File: src/cmsq_pkg.sv
// Behaviour
// - Continuous mode stores result, restarts immediately.
// - Continuous mode: start/busy reads one.
// - Single-shot idles powered down until start.
// - Start powers core, runs exactly one conversion.
// - Single-shot done: store, clear flag, power down.
// - Start during running conversion is ignored.
// - Continuous to single: finish, clear, power down.
// - Power-up reset restores configuration defaults.
// - General-call reset equals power-up reset.
// - Timing from internal oscillator only.
// - Sampling oscillator nominally 275 kHz.
// - Result is 12-bit differential sample.
// - General call 00h then 06h, both acknowledged.
// - General-call reset aborts, zeroes result, defaults.
// - Output 16-bit two's complement, sign-extended.
// - Output reads zero until first conversion.
package cmsq_pkg;
	localparam int unsigned CLK_HZ        = 25000000;
	localparam int unsigned OSC_HZ        = 275000;
	localparam int unsigned RATE_SPS      = 128;
	// Oscillator tick divider, rounded down to whole clock cycles.
	localparam int unsigned OSC_DIV       = CLK_HZ / OSC_HZ;
	// Oscillator ticks per conversion period.
	localparam int unsigned TICKS_PER_CNV = OSC_HZ / RATE_SPS;
	localparam int unsigned RES_BITS      = 12;
	localparam int unsigned OUT_BITS      = 16;
	localparam logic [7:0]  GC_ADDR       = 8'h00;
	localparam logic [7:0]  GC_RESET      = 8'h06;
	localparam logic        MODE_DEFAULT  = 1'b0;
	localparam logic        FLAG_DEFAULT  = 1'b0;
	localparam logic [15:0] OUT_RESET     = 16'h0000;
endpackage

File: src/cmsq_div.sv
`timescale 1ns/1ps
module cmsq_div
	import cmsq_pkg::*;
#(
	parameter int unsigned DIV = 2
)(
	// Clock and reset.
	input  wire logic clk_i,
	input  wire logic rst_n_i,
	// Enable and tick.
	input  wire logic en_i,
	output logic      tick_o
);
	localparam int unsigned W = (DIV > 1) ? $clog2(DIV) : 1;
	localparam logic [W-1:0] LAST = W'(DIV - 1);
	logic [W-1:0] cnt;

	// Free divider; restarts while disabled so each run is whole periods.
	always_ff @(posedge clk_i)
	begin
		if (!rst_n_i || !en_i)
		begin
			cnt    <= '0;
			tick_o <= 1'b0;
		end
		else
		begin
			tick_o <= (cnt == LAST);
			cnt    <= (cnt == LAST) ? '0 : cnt + W'(1);
		end
	end
endmodule

File: src/cmsq_top.sv
`timescale 1ns/1ps
module cmsq_top
	import cmsq_pkg::*;
#(
	parameter int unsigned CONV_TICKS = TICKS_PER_CNV
)(
	// Clock and reset.
	input  wire logic        clk_i,
	input  wire logic        rst_n_i,
	// Configuration writes from the serial slave.
	input  wire logic        cfg_wr_i,
	input  wire logic        cfg_mode_single_i,
	input  wire logic        cfg_start_i,
	// Received bus bytes from the serial slave.
	input  wire logic        byte_valid_i,
	input  wire logic        byte_is_addr_i,
	input  wire logic [7:0]  byte_i,
	// Converter core.
	input  wire logic [11:0] sample_i,
	// Status and result.
	output logic             ack_o,
	output logic             start_busy_flag_o,
	output logic             mode_single_o,
	output logic             core_power_o,
	output logic             conv_done_o,
	output logic [15:0]      result_o
);
	localparam int unsigned CW = $clog2(CONV_TICKS + 1);
	localparam logic [CW-1:0] CLAST = CW'(CONV_TICKS - 1);

	logic          osc_tick;
	logic          running;
	logic [CW-1:0] tcnt;
	logic          gc_armed;
	logic          gc_reset;
	logic          srst_n;
	logic          conv_end;

	// Internal sampling oscillator; no external conversion clock exists.
	cmsq_div #(.DIV(OSC_DIV)) u_osc (
		.clk_i   (clk_i),
		.rst_n_i (srst_n),
		.en_i    (core_power_o),
		.tick_o  (osc_tick)
	);

	// General call detect: 00h address then 06h data.
	always_ff @(posedge clk_i)
	begin
		if (!rst_n_i)
		begin
			gc_armed <= 1'b0;
			gc_reset <= 1'b0;
			ack_o    <= 1'b0;
		end
		else
		begin
			gc_reset <= 1'b0;
			ack_o    <= 1'b0;
			if (byte_valid_i)
			begin
				if (byte_is_addr_i)
				begin
					gc_armed <= (byte_i == GC_ADDR);
					ack_o    <= (byte_i == GC_ADDR);
				end
				else if (gc_armed && byte_i == GC_RESET)
				begin
					gc_armed <= 1'b0;
					gc_reset <= 1'b1;
					ack_o    <= 1'b1;
				end
				else
					gc_armed <= 1'b0;
			end
		end
	end

	// General call acts exactly as a power-up reset.
	assign srst_n   = rst_n_i && !gc_reset;
	assign conv_end = running && osc_tick && (tcnt == CLAST);

	// Mode register; default after any reset.
	always_ff @(posedge clk_i)
	begin
		if (!srst_n)
			mode_single_o <= MODE_DEFAULT;
		else if (cfg_wr_i)
			mode_single_o <= cfg_mode_single_i;
	end

	// Conversion sequencer: period counted in oscillator ticks.
	always_ff @(posedge clk_i)
	begin
		if (!srst_n)
		begin
			running      <= 1'b0;
			tcnt         <= '0;
			core_power_o <= 1'b0;
		end
		else
		begin
			if (conv_end)
			begin
				tcnt <= '0;
				// Continuous restarts at once; single-shot powers down.
				running      <= !mode_single_o;
				core_power_o <= !mode_single_o;
			end
			else if (running && osc_tick)
				tcnt <= tcnt + CW'(1);
			else if (!running)
			begin
				// Idle until started, or continuous selected.
				if (!mode_single_o || (cfg_wr_i && cfg_start_i))
				begin
					running      <= 1'b1;
					core_power_o <= 1'b1;
				end
			end
		end
	end

	// Start/busy flag; writes while running change nothing.
	always_ff @(posedge clk_i)
	begin
		if (!srst_n)
			start_busy_flag_o <= FLAG_DEFAULT;
		else if (!mode_single_o)
			start_busy_flag_o <= 1'b1;
		else if (conv_end)
			start_busy_flag_o <= 1'b0;
		else if (!running && cfg_wr_i && cfg_start_i)
			start_busy_flag_o <= 1'b1;
		else if (!running)
			start_busy_flag_o <= 1'b0;
	end

	// Result loaded whole, sign-extended from 12 bits.
	always_ff @(posedge clk_i)
	begin
		if (!srst_n)
		begin
			result_o    <= OUT_RESET;
			conv_done_o <= 1'b0;
		end
		else
		begin
			conv_done_o <= conv_end;
			if (conv_end)
				result_o <= {{(OUT_BITS-RES_BITS){sample_i[RES_BITS-1]}}, sample_i};
		end
	end

	// Cycles since the last oscillator tick, kept only for the spacing check below.
	localparam int unsigned GW = $clog2(OSC_DIV) + 1;
	logic [GW-1:0] tick_gap;
	logic          tick_seen;

	// Cleared while the core is off, as the divider is, so a restart never looks like a short period.
	always_ff @(posedge clk_i)
	begin
		if (!srst_n || !core_power_o)
		begin
			tick_gap  <= '0;
			tick_seen <= 1'b0;
		end
		else if (osc_tick)
		begin
			tick_gap  <= GW'(1);
			tick_seen <= 1'b1;
		end
		else if (tick_gap != '1)
			tick_gap <= tick_gap + GW'(1); // Saturates so a stalled divider cannot wrap into a pass.
	end

	// Checks; each one names the rule that it guards.
	a_cont_busy_one: assert property (@(posedge clk_i) disable iff (!srst_n)
		!$past(mode_single_o) && !mode_single_o && $past(srst_n) |-> start_busy_flag_o)
		else $error("busy flag low in continuous mode");
	a_single_off: assert property (@(posedge clk_i) disable iff (!srst_n)
		mode_single_o && !running && !(cfg_wr_i && cfg_start_i) |=> !core_power_o)
		else $error("core powered while idle");
	a_idle_flag_low: assert property (@(posedge clk_i) disable iff (!srst_n)
		mode_single_o && !running && !(cfg_wr_i && cfg_start_i) |=> !start_busy_flag_o)
		else $error("busy flag set while idle");
	a_start_runs: assert property (@(posedge clk_i) disable iff (!srst_n)
		mode_single_o && !running && cfg_wr_i && cfg_start_i |=> running && core_power_o)
		else $error("start did not begin conversion");
	a_done_down: assert property (@(posedge clk_i) disable iff (!srst_n)
		conv_end && mode_single_o && !cfg_wr_i |=> !start_busy_flag_o && !core_power_o)
		else $error("single shot did not power down");
	a_no_restart: assert property (@(posedge clk_i) disable iff (!srst_n)
		running && !osc_tick |=> tcnt == $past(tcnt))
		else $error("running conversion restarted");
	a_run_holds: assert property (@(posedge clk_i) disable iff (!srst_n)
		running && !conv_end |=> running && core_power_o)
		else $error("conversion stopped before its end");
	a_cont_restart: assert property (@(posedge clk_i) disable iff (!srst_n)
		conv_end && !mode_single_o |=> running)
		else $error("continuous did not restart");
	a_osc_spacing: assert property (@(posedge clk_i) disable iff (!srst_n)
		osc_tick && tick_seen |-> tick_gap == GW'(OSC_DIV))
		else $error("oscillator tick spacing wrong");
	a_gc_reset: assert property (@(posedge clk_i) disable iff (!rst_n_i)
		gc_reset |=> result_o == OUT_RESET && !running && mode_single_o == MODE_DEFAULT)
		else $error("general call reset incomplete");
	a_gc_ack: assert property (@(posedge clk_i) disable iff (!rst_n_i)
		byte_valid_i && byte_is_addr_i && byte_i == GC_ADDR |=> ack_o)
		else $error("general call address not acknowledged");
	a_result_reset: assert property (@(posedge clk_i)
		!srst_n |=> result_o == OUT_RESET && !conv_done_o)
		else $error("result not cleared by reset");
	a_result_sext: assert property (@(posedge clk_i) disable iff (!srst_n)
		conv_end |=> result_o == {{4{$past(sample_i[11])}}, $past(sample_i)})
		else $error("result not sign extended");
	a_result_hold: assert property (@(posedge clk_i) disable iff (!srst_n)
		!conv_end && $past(srst_n) |=> $stable(result_o))
		else $error("result changed without conversion");
	a_done_pulse: assert property (@(posedge clk_i) disable iff (!srst_n)
		conv_end |=> conv_done_o ##1 !conv_done_o)
		else $error("done pulse not one cycle");
	c_single: cover property (@(posedge clk_i) conv_end && mode_single_o);
	c_cont: cover property (@(posedge clk_i) conv_end && !mode_single_o);
	c_gc: cover property (@(posedge clk_i) gc_reset);
	c_switch: cover property (@(posedge clk_i) running && $fell(!mode_single_o));
	c_start_busy: cover property (@(posedge clk_i) running && mode_single_o && cfg_wr_i && cfg_start_i);
endmodule

File: config.mk
export PLATFORM = sky130hd
export DESIGN_NAME = cmsq_top
export DESIGN_NICKNAME = d
export VERILOG_FILES = /design/src/cmsq_pkg.sv /design/src/cmsq_div.sv /design/src/cmsq_top.sv
export SDC_FILE = /design/constraint.sdc
export NUM_CORES = 1
export LEC_CHECK = 0
export BUFFER_PORTS_ARGS = -buffer_cell sky130_fd_sc_hd__buf_2
export CORE_MARGIN = 3
export CORE_UTILIZATION = 54
export CTS_CLUSTER_DIAMETER = 50
export DETAILED_ROUTE_END_ITERATION = 6
export HOLD_SLACK_MARGIN = 0.12
export PLACE_DENSITY = 0.84
export SLEW_MARGIN = 20
export SYNTH_ARGS = -nofsm -noshare
export SYNTH_HDL_FRONTEND = slang
export SYNTH_HIERARCHICAL = 1
export SYNTH_SLANG_ARGS = --single-unit
File: constraint.sdc
create_clock -name clk_i -period 3.1 [get_ports clk_i]
set_input_delay 0.465 -clock clk_i [delete_from_list [all_inputs] [get_ports clk_i]]
set_output_delay 0.465 -clock clk_i [all_outputs]
set_load 0.02 [all_outputs]
== Yosys cells after proc, flatten, opt, wreduce, memory -nomap -nowiden ==
Index checks and enable logic that the tools add are counted.

* Register bits after elaboration: 40
* Input port bits: 27

* Add/subtract/negate cells: 2
* Eq/ne operators: 6
* Mux-type cells: 15
* Bitwise operators: 3
* Reduce and logical (&&, ||, !) cells: 21

{| class="wikitable"
|+ Operators with widths
! operator !! number
|-
| 1-bit 2-to-1 mux || 15
|-
| 12-bit by 1-bit adder with 12-bit output, second input constant || 1
|-
| 12-bit == test, second input constant || 1
|-
| 8-bit by 3-bit == test with 1-bit output, second input constant || 1
|-
| 8-bit zero test || 1
|-
| 7-bit by 1-bit adder with 7-bit output, second input constant || 1
|-
| 7-bit == test, second input constant || 1
|-
| 1-bit logical AND || 7
|-
| 1-bit zero test || 5
|-
| 4-bit by 2-bit != test with 1-bit output, second input constant || 1
|-
| 2-bit OR reduction || 2
|-
| 1-bit inverter || 3
|-
| 3-bit AND reduction || 1
|-
| 3-bit OR reduction || 1
|-
| 1-bit logical OR || 2
|-
| 2-bit by 1-bit != test with 1-bit output, second input constant || 1
|-
| 2-bit != test, second input constant || 1
|-
| 2-bit AND reduction || 1
|-
| 2-bit nonzero test || 1
|}

== Logic depth before layout (Yosys ltp) ==
* Depth after elaboration: 6
* Mapped depth: 6
* Gate-level depth less buffers: 5

== Modules after synthesis ==
The synthesis kept the hierarchy.

{| class="wikitable"
|+ Modules (own cells, without submodules)
! module !! times used !! cells each !! area each (sq um)
|-
| cmsq_top || 1 || 142 || 1,333.8
|-
| cmsq_div || 1 || 33 || 316.6
|}

== Least setup slack after synthesis ==
OpenSTA, ideal clock, no wires.

* Path type: reg-to-reg
* Start: register tcnt[9]
* End: register result_o[11] (netlist name)
* Setup time: 0.128 ns
* Arrival time: 1.708 ns
* Required time: 2.972 ns
* Path slack: 1.265 ns
* Stages on the path, launching flop included: 6
* Buffers on the path: 1
* Cell sequence: dfxtp_1 > or4_4 > nor4_4 > buf_6 > mux2i_1 > nor2_1

* Cells in the longest elaborated chain, start to end: 2

{| class="wikitable"
|+ RTL lines
! item !! RTL line !! RTL
|-
| from (decl) || cmsq_top.sv:33 || <nowiki>logic [CW-1:0] tcnt;</nowiki>
|-
| from (signal assigned) || cmsq_top.sv:111 || <nowiki>tcnt <= tcnt + CW'(1);</nowiki>
|-
| 12-bit == test || cmsq_top.sv:81 || <nowiki>assign conv_end = running && osc_tick && (tcnt == CLAST);</nowiki>
|-
| 1-bit logical AND || cmsq_top.sv:81 ||
|}

Every way passes these cells.
A chain may end at the register's enable or synchronous reset.

== Final worst setup path ==
* Start: register tcnt[0]
* End: register result_o[11] (netlist name)

* Cells in the longest elaborated chain, start to end: 2

{| class="wikitable"
|+ RTL lines
! item !! RTL line
|-
| 12-bit == test || cmsq_top.sv:81
|-
| 1-bit logical AND || cmsq_top.sv:81
|}

Every way passes these cells.

==> impl_results.rst <==
.. list-table::
   :header-rows: 1

   * - Metric
     - Value
   * - Async set-or-reset flop fraction in the synthesized netlist
     - 0%
   * - Global-route wire length before repair
     - 4950 µm
   * - Number of antenna-violating nets in the routed design
     - 0
   * - Cell Pwr Density
     - 432 mW/mm²
   * - Min-Delay Path Class
     - in2reg
   * - Proportion of layout cells with a drive suffix above 1
     - 26.6%
   * - Capturing element type of the critical path
     - flip-flop
   * - Unrepaired setup endpoints after global routing
     - false
   * - Post-layout util
     - 68.2%
   * - Post-detailed-routing wire length
     - 3070 µm
   * - CTS Hold Bufs
     - 0
   * - Ports
     - 48
   * - Cell Area, Synth
     - 0.00165 mm²
   * - Number of sinks driven by the clock tree
     - 40
   * - Highest Clock Rate
     - 479 MHz
   * - Clock latency on the worst-skew pair
     - 0.35 ns
   * - Via count of the first global-routing pass
     - 1150
   * - Resized cells post-CTS
     - 0
   * - Synthesized net count
     - 205
   * - Detailed-route via count
     - 1319
   * - Post-route worst setup slack
     - 1.01 ns
   * - Post-detailed-placement half-perimeter wirelength
     - 2320 µm
   * - Area enclosed by the die boundary
     - 0.00376 mm²
   * - Global routing usage summed across all routing layers
     - 18.4%
   * - Routed wire length per instance
     - 12.1 µm
   * - Pre-CTS setup slack
     - 0.983 ns
   * - Clock tree root buffer cell
     - sky130_fd_sc_hd__clkbuf_4
   * - Synthesized flop and latch total
     - 40
   * - Library cell with the highest instance count after synthesis
     - sky130_fd_sc_hd__dfxtp_1
   * - Effective utilization at floorplan
     - 58.3%
   * - Number of remaining DRC errors
     - 0
   * - Data required time at the worst endpoint
     - 3.31 ns
   * - Final setup skew
     - 0.0108 ns
   * - Initial antenna violation count
     - 0
   * - Buffers inserted by post-CTS timing repair
     - 0
   * - Worst slew slack as a fraction of its limit
     - 56.6%
   * - Prevailing post-synth register cell
     - sky130_fd_sc_hd__dfxtp_1
   * - Clock buffer depth
     - 2
   * - Post-layout min period
     - 2.09 ns
   * - Critical path data arrival time
     - 2.30 ns
   * - Number of library cell types mapped by synthesis
     - 32
   * - Hold slack final
     - 0.347 ns
   * - Status
     - completed
   * - Synth warn
     - 6
   * - Lkg Pwr
     - 0.766 nW
   * - Diode insertion count for antenna repair
     - 0
   * - Sequential area share after synthesis
     - 48.5%
   * - Number of iterations in the first detailed-routing pass
     - 5
   * - Largest net degree at the start of global routing
     - 19
   * - Count of buffers inserted at the top-level ports
     - 47
   * - TritonCTS buffer count
     - 5
   * - Row cnt
     - 19
   * - Final count of negative-setup-slack endpoints
     - 0
   * - Final Hold Fails
     - 0
   * - Per-instance average area after synthesis
     - 9.43 µm²
   * - Detailed router's first-iteration violation count
     - 59
   * - Cell Count Post-Placement
     - 245
   * - Maximum fanout along the worst path
     - 8
   * - Register-to-register path setup slack
     - 1.01 ns
   * - Critical Path Start Type
     - flip-flop
   * - Final Max Slew Viols
     - 0
   * - Cell types with the highest counts after synthesis
     - sky130_fd_sc_hd__dfxtp_1 (40), sky130_fd_sc_hd__nor2_1 (36), sky130_fd_sc_hd__mux2i_1 (13), sky130_fd_sc_hd__nand2_1 (11), sky130_fd_sc_hd__xnor2_1 (11)
   * - Die outline height
     - 61.3 µm
   * - Post-CTS clock slew at the launch and capture registers of the worst setup and hold paths
     - 0.11 ns
   * - DIE WIDTH
     - 61.3 µm
   * - H-tree depth reported by CTS
     - 2
   * - Critical path start-end classification
     - reg2reg
   * - Number of max-capacitance violations reported
     - 0
   * - Accumulated negative setup slack
     - 0 ns
   * - Worst slew pin tran
     - 0.650 ns
   * - Cell count after synthesis
     - 175
   * - CTS tree
     - done
   * - Share of Yosys cell area claimed by the top area cell type
     - 48.5%
   * - Most area-hungry cell type in the Yosys netlist
     - sky130_fd_sc_hd__dfxtp_1
   * - Fillcell total
     - 246
   * - Area delta synth->final
     - 17.0%
   * - Worst vdd rail ir drop
     - 0.326 mV
   * - Leading post-synthesis cells by cell area
     - sky130_fd_sc_hd__dfxtp_1 (49%), sky130_fd_sc_hd__nor2_1 (8.2%), sky130_fd_sc_hd__mux2i_1 (7.9%), sky130_fd_sc_hd__xnor2_1 (5.8%), sky130_fd_sc_hd__nand2_1 (2.5%)
   * - Global placer's final weighted congestion
     - 0.817
   * - Overall overflow remaining after global route
     - 0
   * - Core footprint
     - 0.00283 mm²
   * - Number of standard cells in the final layout excluding fillers
     - 253
   * - Per-cell via count in the routed design
     - 5.21
   * - Period utilisation layout
     - 67.4%
   * - Count of nets after finishing
     - 251
   * - Number of synthesized flops with an enable pin
     - 0
cell type report:
class / instances / area [µm²] / area share [%]
Clock buffer: 8 / 58.8 / 3.05
Timing Repair Buffer: 48 / 243 / 12.6
Sequential cell: 40 / 801 / 41.5
Multi-Input combinational cell: 120 / 767 / 39.7
Inverter: 6 / 22.5 / 1.17
Tap cell: 31 / 38.8 / 2.01
per-stage QoR:
step / instance area [µm²] / total power [mW]
after global placement: 1870 / 0.578
after floorplan: 1650 / 0.556
after CTS: 1930 / 0.844
after global routing: 1930 / 0.877
final: 1930 / 0.834
after detailed placement: 1870 / 0.579
sequential cells by signal (all words and copies together) (netlist names):
| register | flops |
|---|---|
| tcnt | 12 |
| core_power_o | 1 |
| conv_done_o | 1 |
| mode_single_o | 1 |
| u_osc/tick_o | 1 |
| ack_o | 1 |
| running | 1 |
| gc_reset | 1 |
| u_osc/cnt | 7 |
| gc_armed | 1 |
| result_o | 12 |
| start_busy_flag_o | 1 |
per-layer routing:
metal	global-route usage (%)	wire length, µm
met5	0	0
met4	8.36	61
met3	7.76	280
met2	29.0	1360
met1	21.8	1370
worst max-delay path, cell delays in order, from the launching register on:
cell	delay (ns)
sky130_fd_sc_hd__dfxtp_1	0.39
sky130_fd_sc_hd__ha_1	0.16
sky130_fd_sc_hd__nand3_1	0.27
sky130_fd_sc_hd__nor4_4	0.60
sky130_fd_sc_hd__buf_4	0.28
sky130_fd_sc_hd__mux2i_1	0.21
sky130_fd_sc_hd__nor2_1	0.05
logic make-up after synthesis:
family / after synthesis / share of synthesized area, %
DFF: 40 / 48.5
xor gates and xnor gates: 14 / 7.43
buffers and inverters: 15 / 5.00
AOI/OAI and AO/OA: 12 / 4.25
muxes: 13 / 7.88
adders and majority gates: 3 / 2.27
and+or+nand+nor: 78 / 24.6
path summary, 6_finish.rpt:
kind / from / to / depth (start not counted)
setup / recovery: tcnt[0] / result_o[11] / 6
hold / removal: sample_i[3] / result_o[3] / 3
setup reg to reg: tcnt[0] / result_o[11] / 6
hold reg to reg: u_osc/cnt[0] / u_osc/cnt[0] / 1
cells in the final DEF, fill, tap and decap left out, drive strengths merged, types with 4 or more instances in the layout:
cell type	count
nand2	11
clkbuf	8
nor3	7
mux2i	13
nor2	36
o21ai	4
a21oi	5
dfxtp	40
inv	6
nand3	6
buf	48
xnor2	11
power breakdown:
part / internal [mW] / switching, mW
combinational: 0.0201 / 0.0228
clock: 0.112 / 0.156
sequential: 0.519 / 0.00536
total: 0.651 / 0.184
Power figures use the tool's default switching activity.
